File: config.mk
export PLATFORM = sky130hd
export DESIGN_NAME = tcs_sequencer
export DESIGN_NICKNAME = d
export VERILOG_FILES = /design/src/include/tcs_pkg.sv /design/src/tcs_sequencer.sv /design/src/tcs_fifo.sv
export VERILOG_INCLUDE_DIRS = /design/src /design/src/include
export SDC_FILE = /design/constraint.sdc
export NUM_CORES = 1
export LEC_CHECK = 0
export ABC_AREA = 1
export BUFFER_PORTS_ARGS = -buffer_cell sky130_fd_sc_hd__clkbuf_2
export CAP_MARGIN = 20
export CORE_ASPECT_RATIO = 1.1
export CORE_MARGIN = 2
export CORE_UTILIZATION = 45
export DETAILED_ROUTE_END_ITERATION = 8
export PLACE_DENSITY = 0.73
export SYNTH_ARGS = -nofsm -noshare
export SYNTH_HDL_FRONTEND = slang
export SYNTH_HIERARCHICAL = 1
export SYNTH_SLANG_ARGS = --single-unit
export TNS_END_PERCENT = 1
File: constraint.sdc
create_clock -name clk -period 9.6 [get_ports clk]
set_clock_uncertainty 0.15 [all_clocks]
set_input_delay 0.96 -clock clk [delete_from_list [all_inputs] [get_ports clk]]
set_output_delay 0.96 -clock clk [all_outputs]
set_load 0.01 [all_outputs]
File: src/include/tcs_params.svh
/*
 Constants for the transient capture sequencer: setup word fields,
 block length, memory size defaults. Assumes inclusion by bare name.
*/
`ifndef TCS_PARAMS_SVH
`define TCS_PARAMS_SVH

`define TCS_MODE_BIT        0
`define TCS_RATE_LSB        1
`define TCS_RATE_MSB        4
`define TCS_CHAN_LSB        5
`define TCS_CHAN_MSB        7
`define TCS_BLK_LSB         8
`define TCS_BLK_MSB         23
`define TCS_SETUP_RESET     24'h000000
`define TCS_ADDR_W          20
`define TCS_SAMPLES_PER_BLK 16
`define TCS_FIFO_DEPTH      8
`define TCS_SAMPLE_W        12

`endif

File: src/include/tcs_pkg.sv
/*
 Types for the transient capture sequencer.
 Assumes tcs_params.svh is available on the include path.
*/
package tcs_pkg;
   typedef enum logic [3:0] {
      TCS_IDLE = 4'b0001,
      TCS_WAIT = 4'b0010,
      TCS_RUN  = 4'b0100,
      TCS_DONE = 4'b1000
   } tcs_state_e;
endpackage

File: src/tcs_sequencer.sv
/*
 Acquisition sequencer: decodes the setup word, steps memory addresses
 for samples, handles pre/post trigger modes and the record-done flag.
 Assumes a per-sample enable from the selected sampling clock, a
 converter result per channel strobe, and external 12-bit memory.
*/
`timescale 1ns/1ps
`include "tcs_params.svh"
module tcs_sequencer #(
   parameter int ADDR_W = `TCS_ADDR_W,
   parameter int SMP_W  = `TCS_SAMPLE_W,
   parameter int FDEPTH = `TCS_FIFO_DEPTH
) (
   input  wire logic              clk,
   input  wire logic              rst_n,
   input  wire logic              compat_mode,
   input  wire logic [ADDR_W:0]   mem_size,
   input  wire logic              arm_cmd,
   input  wire logic [23:0]       setup_data,
   input  wire logic              rearm_cmd,
   input  wire logic              set_done_cmd,
   input  wire logic              trigger_cmd,
   input  wire logic              trigger_in,
   input  wire logic              sample_tick,
   input  wire logic [SMP_W-1:0]  adc_data,
   input  wire logic              adc_valid,
   output logic                   scan_start,
   output logic      [4:0]        adc_channel,
   output logic                   adc_ready,
   output logic      [ADDR_W-1:0] mem_addr,
   output logic      [SMP_W-1:0]  mem_data,
   output logic                   mem_we,
   input  wire logic              mem_ready,
   output logic                   record_done_flag,
   output logic                   capture_mode_bit,
   output logic      [3:0]        rate_select,
   output logic      [ADDR_W-1:0] oldest_addr,
   output logic      [ADDR_W:0]   valid_count,
   output logic                   armed
);
   localparam int FW = ADDR_W + SMP_W;

   typedef struct packed {
      tcs_pkg::tcs_state_e state;
      logic [23:0]         setup;
      logic [5:0]          nchan;
      logic [ADDR_W-1:0]   addr;
      logic [ADDR_W:0]     fill;
      logic [ADDR_W+21:0]  post_left;
      logic                triggered;
      logic                trig_s1;
      logic                trig_s2;
      logic                trig_s3;
      logic                pend_first;
      logic [4:0]          chan;
      logic                scanning;
      logic                done;
      logic [ADDR_W-1:0]   oldest;
      logic [ADDR_W:0]     vcount;
      logic                scan_go;
   } tcs_s;
   tcs_s st_reg, st_next;

   logic [FW-1:0] f_in, f_out;
   logic          f_in_ready, f_out_valid;
   logic          trig_edge, host_trig, stopping, push;

   // Channel code decode
   function automatic logic [5:0] chan_count(input logic [2:0] code,
                                             input logic       compat);
      logic [5:0] n;
      n = 6'h00;
      if (compat) begin
         unique case (code)
            3'h0: n = 6'h20;
            3'h1: n = 6'h10;
            3'h2: n = 6'h08;
            3'h3: n = 6'h04;
            default: n = 6'h20;
         endcase
      end else begin
         unique case (code)
            3'h0: n = 6'h20;
            3'h1: n = 6'h10;
            3'h4: n = 6'h02;
            3'h5: n = 6'h01;
            default: n = 6'h20;
         endcase
      end
      return n;
   endfunction

   // Post-trigger word total: blocks x channels x 16
   function automatic logic [ADDR_W+21:0] post_words(input logic [15:0] b,
                                                     input logic [5:0] n);
      return (ADDR_W+22)'(b) * (ADDR_W+22)'(n)
             * (ADDR_W+22)'(`TCS_SAMPLES_PER_BLK);
   endfunction

   tcs_fifo #(
      .WIDTH (FW),
      .DEPTH (FDEPTH)
   ) u_fifo (
      .clk       (clk),
      .rst_n     (rst_n),
      .in_data   (f_in),
      .in_valid  (push),
      .in_ready  (f_in_ready),
      .out_data  (f_out),
      .out_valid (f_out_valid),
      .out_ready (mem_ready)
   );

   ////////////////////////////////////////////////////////////////////////
   // Memory side straight from the FIFO
   assign mem_we   = f_out_valid;
   assign mem_addr = f_out[FW-1:SMP_W];
   assign mem_data = f_out[SMP_W-1:0];

   // Converter results stall when the FIFO backs up
   assign adc_ready = st_reg.scanning && f_in_ready && !stopping;
   assign push      = adc_valid && adc_ready;
   assign f_in      = {st_reg.addr, adc_data};

   // Only the second and third stages feed edge logic; s1 is synchroniser-only
   assign trig_edge = st_reg.trig_s2 && !st_reg.trig_s3;
   assign host_trig = trig_edge || trigger_cmd;
   assign stopping  = set_done_cmd;

   assign scan_start       = st_reg.scan_go;
   assign adc_channel      = st_reg.chan;
   assign record_done_flag = st_reg.done;
   assign capture_mode_bit = st_reg.setup[`TCS_MODE_BIT];
   assign rate_select      = st_reg.setup[`TCS_RATE_MSB:`TCS_RATE_LSB];
   assign oldest_addr      = st_reg.oldest;
   assign valid_count      = st_reg.vcount;
   assign armed            = (st_reg.state == tcs_pkg::TCS_WAIT) ||
                             (st_reg.state == tcs_pkg::TCS_RUN);

   ////////////////////////////////////////////////////////////////////////
   always_comb begin
      logic [ADDR_W:0] nxt;
      logic            last_ch;
      nxt = '0;
      last_ch = 1'b0;
      st_next = st_reg;
      st_next.scan_go = 1'b0;
      st_next.trig_s1 = trigger_in;
      st_next.trig_s2 = st_reg.trig_s1;
      st_next.trig_s3 = st_reg.trig_s2;

      unique case (st_reg.state)
         tcs_pkg::TCS_IDLE, tcs_pkg::TCS_DONE: begin
            // Clocks and triggers ignored here until armed
         end
         tcs_pkg::TCS_WAIT: begin
            if (host_trig) begin
               // Scan begins on the next sample tick
               st_next.state      = tcs_pkg::TCS_RUN;
               st_next.triggered  = 1'b1;
               st_next.pend_first = 1'b1;
            end
         end
         tcs_pkg::TCS_RUN: begin
            if (host_trig && !st_reg.triggered) begin
               st_next.triggered = 1'b1;
               // Rest of a running scan predates the trigger
               st_next.pend_first = 1'b1;
            end
            if (sample_tick && !st_reg.scanning) begin
               st_next.scanning   = 1'b1;
               st_next.chan       = '0;
               st_next.scan_go    = 1'b1;
               st_next.pend_first = 1'b0;
            end
            if (push) begin
               // Sequential words, channel 0 first
               nxt = {1'b0, st_reg.addr} + 1'b1;
               last_ch = ({1'b0, st_reg.chan} + 6'h01) == st_reg.nchan;
               st_next.chan = last_ch ? 5'h00 : st_reg.chan + 5'h01;
               if (last_ch) st_next.scanning = 1'b0;
               if (st_reg.fill != mem_size) st_next.fill = st_reg.fill + 1'b1;
               if (nxt >= mem_size) begin
                  st_next.addr = '0;
                  if (!st_reg.setup[`TCS_MODE_BIT]) begin
                     // Memory full ends post-trigger capture
                     st_next.state    = tcs_pkg::TCS_DONE;
                     st_next.done     = 1'b1;
                     st_next.scanning = 1'b0;
                     st_next.vcount   = st_reg.fill + 1'b1;
                  end
               end else begin
                  st_next.addr = nxt[ADDR_W-1:0];
               end
               if (st_reg.setup[`TCS_MODE_BIT] && st_reg.triggered &&
                   !st_reg.pend_first) begin
                  st_next.post_left = st_reg.post_left - 1'b1;
                  if (st_reg.post_left == {{(ADDR_W+21){1'b0}}, 1'b1}) begin
                     // Blocks complete: stop and save pointers
                     st_next.state    = tcs_pkg::TCS_DONE;
                     st_next.done     = 1'b1;
                     st_next.scanning = 1'b0;
                     st_next.oldest   = (st_reg.fill == mem_size ||
                                         nxt >= mem_size) ?
                                        st_next.addr : '0;
                     st_next.vcount   = (st_reg.fill != mem_size) ?
                                        st_reg.fill + 1'b1 : st_reg.fill;
                  end
               end
            end
            // Zero blocks: stop at the first scan boundary
            if (st_reg.setup[`TCS_MODE_BIT] && st_reg.triggered &&
                !st_reg.scanning && st_reg.post_left == '0) begin
               st_next.state    = tcs_pkg::TCS_DONE;
               st_next.done     = 1'b1;
               st_next.scanning = 1'b0;
               st_next.scan_go  = 1'b0;
               st_next.vcount   = st_reg.fill;
               st_next.oldest   = (st_reg.fill == mem_size) ? st_reg.addr : '0;
            end
         end
         default: st_next.state = tcs_pkg::TCS_IDLE;
      endcase

      // Only a live acquisition stops; latched results stand
      if (stopping && (st_reg.state == tcs_pkg::TCS_WAIT ||
                       st_reg.state == tcs_pkg::TCS_RUN)) begin
         st_next.state    = tcs_pkg::TCS_DONE;
         st_next.scan_go  = 1'b0;
         st_next.done     = 1'b1;
         st_next.scanning = 1'b0;
         st_next.vcount   = st_reg.fill;
         st_next.oldest   = (st_reg.fill == mem_size) ? st_reg.addr : '0;
      end

      if (arm_cmd || rearm_cmd) begin
         // Latch settings, clear flag, zero pointer
         if (arm_cmd) st_next.setup = setup_data;
         st_next.nchan = chan_count(
            arm_cmd ? setup_data[`TCS_CHAN_MSB:`TCS_CHAN_LSB]
                    : st_reg.setup[`TCS_CHAN_MSB:`TCS_CHAN_LSB], compat_mode);
         st_next.post_left = post_words(
            arm_cmd ? setup_data[`TCS_BLK_MSB:`TCS_BLK_LSB]
                    : st_reg.setup[`TCS_BLK_MSB:`TCS_BLK_LSB],
            st_next.nchan);
         st_next.done      = 1'b0;
         st_next.addr      = '0;
         st_next.fill      = '0;
         st_next.chan      = '0;
         st_next.scanning  = 1'b0;
         st_next.triggered = 1'b0;
         // No stray scan start from a tick in the arming cycle
         st_next.scan_go    = 1'b0;
         st_next.pend_first = 1'b0;
         // Mode bit selects immediate run or trigger wait
         if (arm_cmd ? setup_data[`TCS_MODE_BIT]
                     : st_reg.setup[`TCS_MODE_BIT])
            st_next.state = tcs_pkg::TCS_RUN;
         else
            st_next.state = tcs_pkg::TCS_WAIT;
      end
   end

   always_ff @(posedge clk) begin
      if (!rst_n) begin
         st_reg        <= '0;
         st_reg.state  <= tcs_pkg::TCS_IDLE;
         st_reg.setup  <= `TCS_SETUP_RESET;
         st_reg.nchan  <= 6'h20;
      end else begin
         st_reg <= st_next;
      end
   end
endmodule

File: src/tcs_fifo.sv
/*
 Small synchronous FIFO with valid/ready on both sides.
 Assumes one clock and a synchronous active-low reset.
*/
`timescale 1ns/1ps
module tcs_fifo #(
   parameter int WIDTH = 32,
   parameter int DEPTH = 8
) (
   input  wire logic             clk,
   input  wire logic             rst_n,
   input  wire logic [WIDTH-1:0] in_data,
   input  wire logic             in_valid,
   output logic                  in_ready,
   output logic      [WIDTH-1:0] out_data,
   output logic                  out_valid,
   input  wire logic             out_ready
);
   localparam int AW = $clog2(DEPTH);
   typedef struct packed {
      logic [AW-1:0] wp;
      logic [AW-1:0] rp;
      logic [AW:0]   cnt;
   } tcs_fifo_s;
   tcs_fifo_s st_reg, st_next;
   logic [WIDTH-1:0] mem [DEPTH];
   logic push, pop;

   assign in_ready  = (st_reg.cnt != DEPTH[AW:0]);
   assign out_valid = (st_reg.cnt != '0);
   assign out_data  = mem[st_reg.rp];
   assign push = in_valid && in_ready;
   assign pop  = out_valid && out_ready;

   always_comb begin
      st_next = st_reg;
      if (push) st_next.wp = st_reg.wp + 1'b1;
      if (pop) st_next.rp = st_reg.rp + 1'b1;
      st_next.cnt = st_reg.cnt + {{AW{1'b0}}, push} - {{AW{1'b0}}, pop};
   end

   always_ff @(posedge clk) begin
      if (!rst_n) st_reg <= '0;
      else st_reg <= st_next;
      if (push) mem[st_reg.wp] <= in_data;
   end
endmodule

==> summary.md <==
| Metric | Value |
|---|---|
| LEAKAGE | 13.9 nW |
| Cell taking the most area after synthesis | edfxtp_1 |
| Status | complete, no violations |
| DPL Wire Length | 45800 um |
| Least-Margin Pin Slew | 907 ps |
| Post-DP Area | 27600 um2 |
| Fmax | 164 MHz |
| Final hold vios | 0 |
| Via count | 22.4k |
| Tmin final | 6110 ps |
| Synth top area share | 28.7% |
| Fill cell count | 5599 |
| FF+latch count, synth | 440 |
| Grt total ovfl | 0 |
| First-pass DRT Iterations | 5 |
| Post-synthesis sequential area ratio | 42.5% |
| R2R cell count | 22 |
| Setup slack, reg-to-reg | 4290 ps |
| IO buf count | 155 |
| Largest net degree at the start of global routing | 71 |
| Antenna Cells | 0 |
| Startpoint types | primary input |
| Tot GR Track Use | 22.4% |
| Cell row count | 93 |
| Syn Area/Cell | 7.54 um2 |
| Routed WL | 68600 um |
| Tcrit/Tclk final | 63.6% |
| Critical path class | in2reg |
| Final TNS setup | 0 ps |
| M3 GR Usage | 3.45% |
| TritonCTS clock tree | done |
| Netlist cell types | 56 |
| Crit path launch | arm_cmd |
| Post-CTS Hold Buffers | 0 |
| Crit path to | st_reg[77]$_SDFFE_PN0P_ |
| Max reg flops | 256 |
| CTS Buffer Depth | 3 |
| Slew Limit Fails | 0 |
| Die Span X | 236 um |
| Worst setup EP type | register |
| Design area | 29200 um2 |
| Most crowded layer after global routing | met2 |
| Grt met1 use | 27.6% |
| Critical Path Fanout Max | 37 |
| First-pass GRT wire length | 111000 um |
| Core box area | 58600 um2 |
| Antenna Nets Post-Route | 0 |
| Top post-synthesis cells by count | 900 x nand2_1, 626 x inv_1, 330 x nor2_1 |
| H-Tree Depth | 2 |
| Top_reg_cell synth | edfxtp_1 |
| Worst endpoint required time | 9990 ps |
| Initial antenna violation count | 0 |
| Routing usage on met2 | 39.3% |
| Most frequent cell after synthesis | nand2_1 |
| RR Endpoint | st_reg[77]$_SDFFE_PN0P_ |
| Die H | 260 um |
| DRT iter0 DRCs | 1722 |
| Clock transition at path regs | 60 ps |
| Reg2Reg Launch Point | st_reg[149]$_SDFFE_PN0P_ |
| Initial core utilization | 45.6% |
| Vias in the first global route | 21.6k |
| Clock net sink count | 440 |
| Area growth, synth to finish | 9.22% |
| Mapped Cells | 3548 |
| EDFF count, synth | 256 |
| Ys async rst share | 0% |
| Mapped Nets | 3737 |
| Slew HR | 39.5% |
| Max-Cap Viols | 0 |
| Worst min path class | reg2reg |
| Gates resized, CTS repair | 0 |
| DRC viols | 0 |
| RSZ-0062 raised after global routing | no |
| Nets | 3767 |
| Num CTS Buffers | 48 |
| # IOs | 156 |
| Routability Congestion | 0.906 |
| DP Worst Slack | 2940 ps |
| Synth warn | 6 |
| Drt wl/cell | 15.7 um |
| Vias/cell | 5.12 |
| Area contributors post-synth | edfxtp_1 29%, dfxtp_1 14%, nand2_1 13%, inv_1 8.8%, nand3_1 5.9% |
| Clock latency on the worst-skew pair | 610 ps |
| Final setup viols | 0 |
| VDD IR max | 0.154 mV |
| CTS root buffer | clkbuf_16 |
| Power Dens Cells | 168 nW/um2 |
| Synth Cell Area | 26800 um2 |
| Critical Path AT | 6500 ps |
| Die area | 61400 um2 |
| Fin worst setup slack | 3490 ps |
| Post-CTS setup buffers | 0 |
| Ratio of cells with drive above 1 in the final layout | 9.65% |
through the flow:
step | hold WS (ps) | cells | power (W) | util [%]
3_5_place_dp | 250 | 4288 | 0.00310 | 47.1
2_1_floorplan | 240 | 3548 | 0.00281 | -
3_3_place_gp | 243 | 4288 | 0.00308 | 47.1
6_report | 260 | 4378 | 0.00490 | 49.8
5_1_grt | 270 | 4378 | 0.00516 | 49.8
4_1_cts | 263 | 4378 | 0.00495 | 49.8
routing by layer:
layer / up-vias / part of all wire [%]
met1: 10200 / 41
met2: 841 / 48
met4: 0 / 3.4
met3: 139 / 6.7
li1: 11200 / -
met5: - / 0
worst max-delay path: stages:
cell,delay [ps]
clkbuf_2,530
inv_2,150
or2_2,300
o21ai_0,230
inv_1,120
nor2_1,120
nand3_1,470
nor2_1,330
fa_1,480
fa_1,500
inv_1,70
fa_1,530
inv_1,40
ha_1,360
a21oi_1,190
o21ai_0,140
nand2_1,90
nand2_1,70
a21oi_1,270
o21bai_1,140
nand2_1,90
nand2_1,50
nand2_1,60
nand3_1,60
a21oi_1,140
cell type report:
class                   instances  area [um2]  area share [%]
clock buffers                  62        1310            4.47
clock inverters                28         275           0.942
inverters                     649        2440            8.35
multi-input cells            2256       11900            40.7
flip-flops and latches        440       11400            38.9
well taps                     760         951            3.25
repair buffers                183         986            3.37
cell usage in the layout (no fill, tap or decap), drive strengths merged, types with 7 or more instances in the layout:
cell type  count
a31oi         15
clkinvlp       7
nand2        909
o21ai        142
nand3        322
inv          650
edfxtp       256
o211ai        24
nor2         354
or2           11
xor2          35
nor3          38
nand4         52
clkbuf       217
buf           28
xnor2         27
dfxtp        184
a211oi        15
a21oi        149
clkinv        17
ha            63
fa            58
worst min path at each step:
stage / endpoint / slack, ps / startpoint / depth (start not counted)
2_1_floorplan: st_next[50]$_SDFF_PN0_ / 240 / st_next[51]$_SDFF_PN0_ / 2
4_1_cts: st_next[50]$_SDFF_PN0_ / 260 / st_next[51]$_SDFF_PN0_ / 2
3_3_place_gp: st_next[50]$_SDFF_PN0_ / 240 / st_next[51]$_SDFF_PN0_ / 2
6_report: st_next[50]$_SDFF_PN0_ / 260 / st_next[51]$_SDFF_PN0_ / 2
5_1_grt: st_next[50]$_SDFF_PN0_ / 270 / st_next[51]$_SDFF_PN0_ / 2
3_5_place_dp: st_next[50]$_SDFF_PN0_ / 250 / st_next[51]$_SDFF_PN0_ / 2
cells by family (layout without fill, tap and decap cells):
| family | Yosys count | after routing | share of synthesized area, % |
|---|---|---|---|
| buf+inv | 852 | 922 | 13.3 |
| simple gates | 1699 | 1699 | 27.1 |
| mux | 6 | 6 | 0.225 |
| compound gates | 368 | 368 | 7.56 |
| fa+ha+maj | 121 | 121 | 7.29 |
| xor+xnor | 62 | 62 | 2.03 |
| flops | 440 | 440 | 42.5 |
where the power goes:
group          internal, W  switching [W]  leakage [nW]  total, W
combinational     0.000315       0.000662          9.27  0.000978
clock              0.00106       0.000795         0.761   0.00185
sequential         0.00202      0.0000613          3.92   0.00208
No activity file was read; power rests on OpenSTA's default activity.
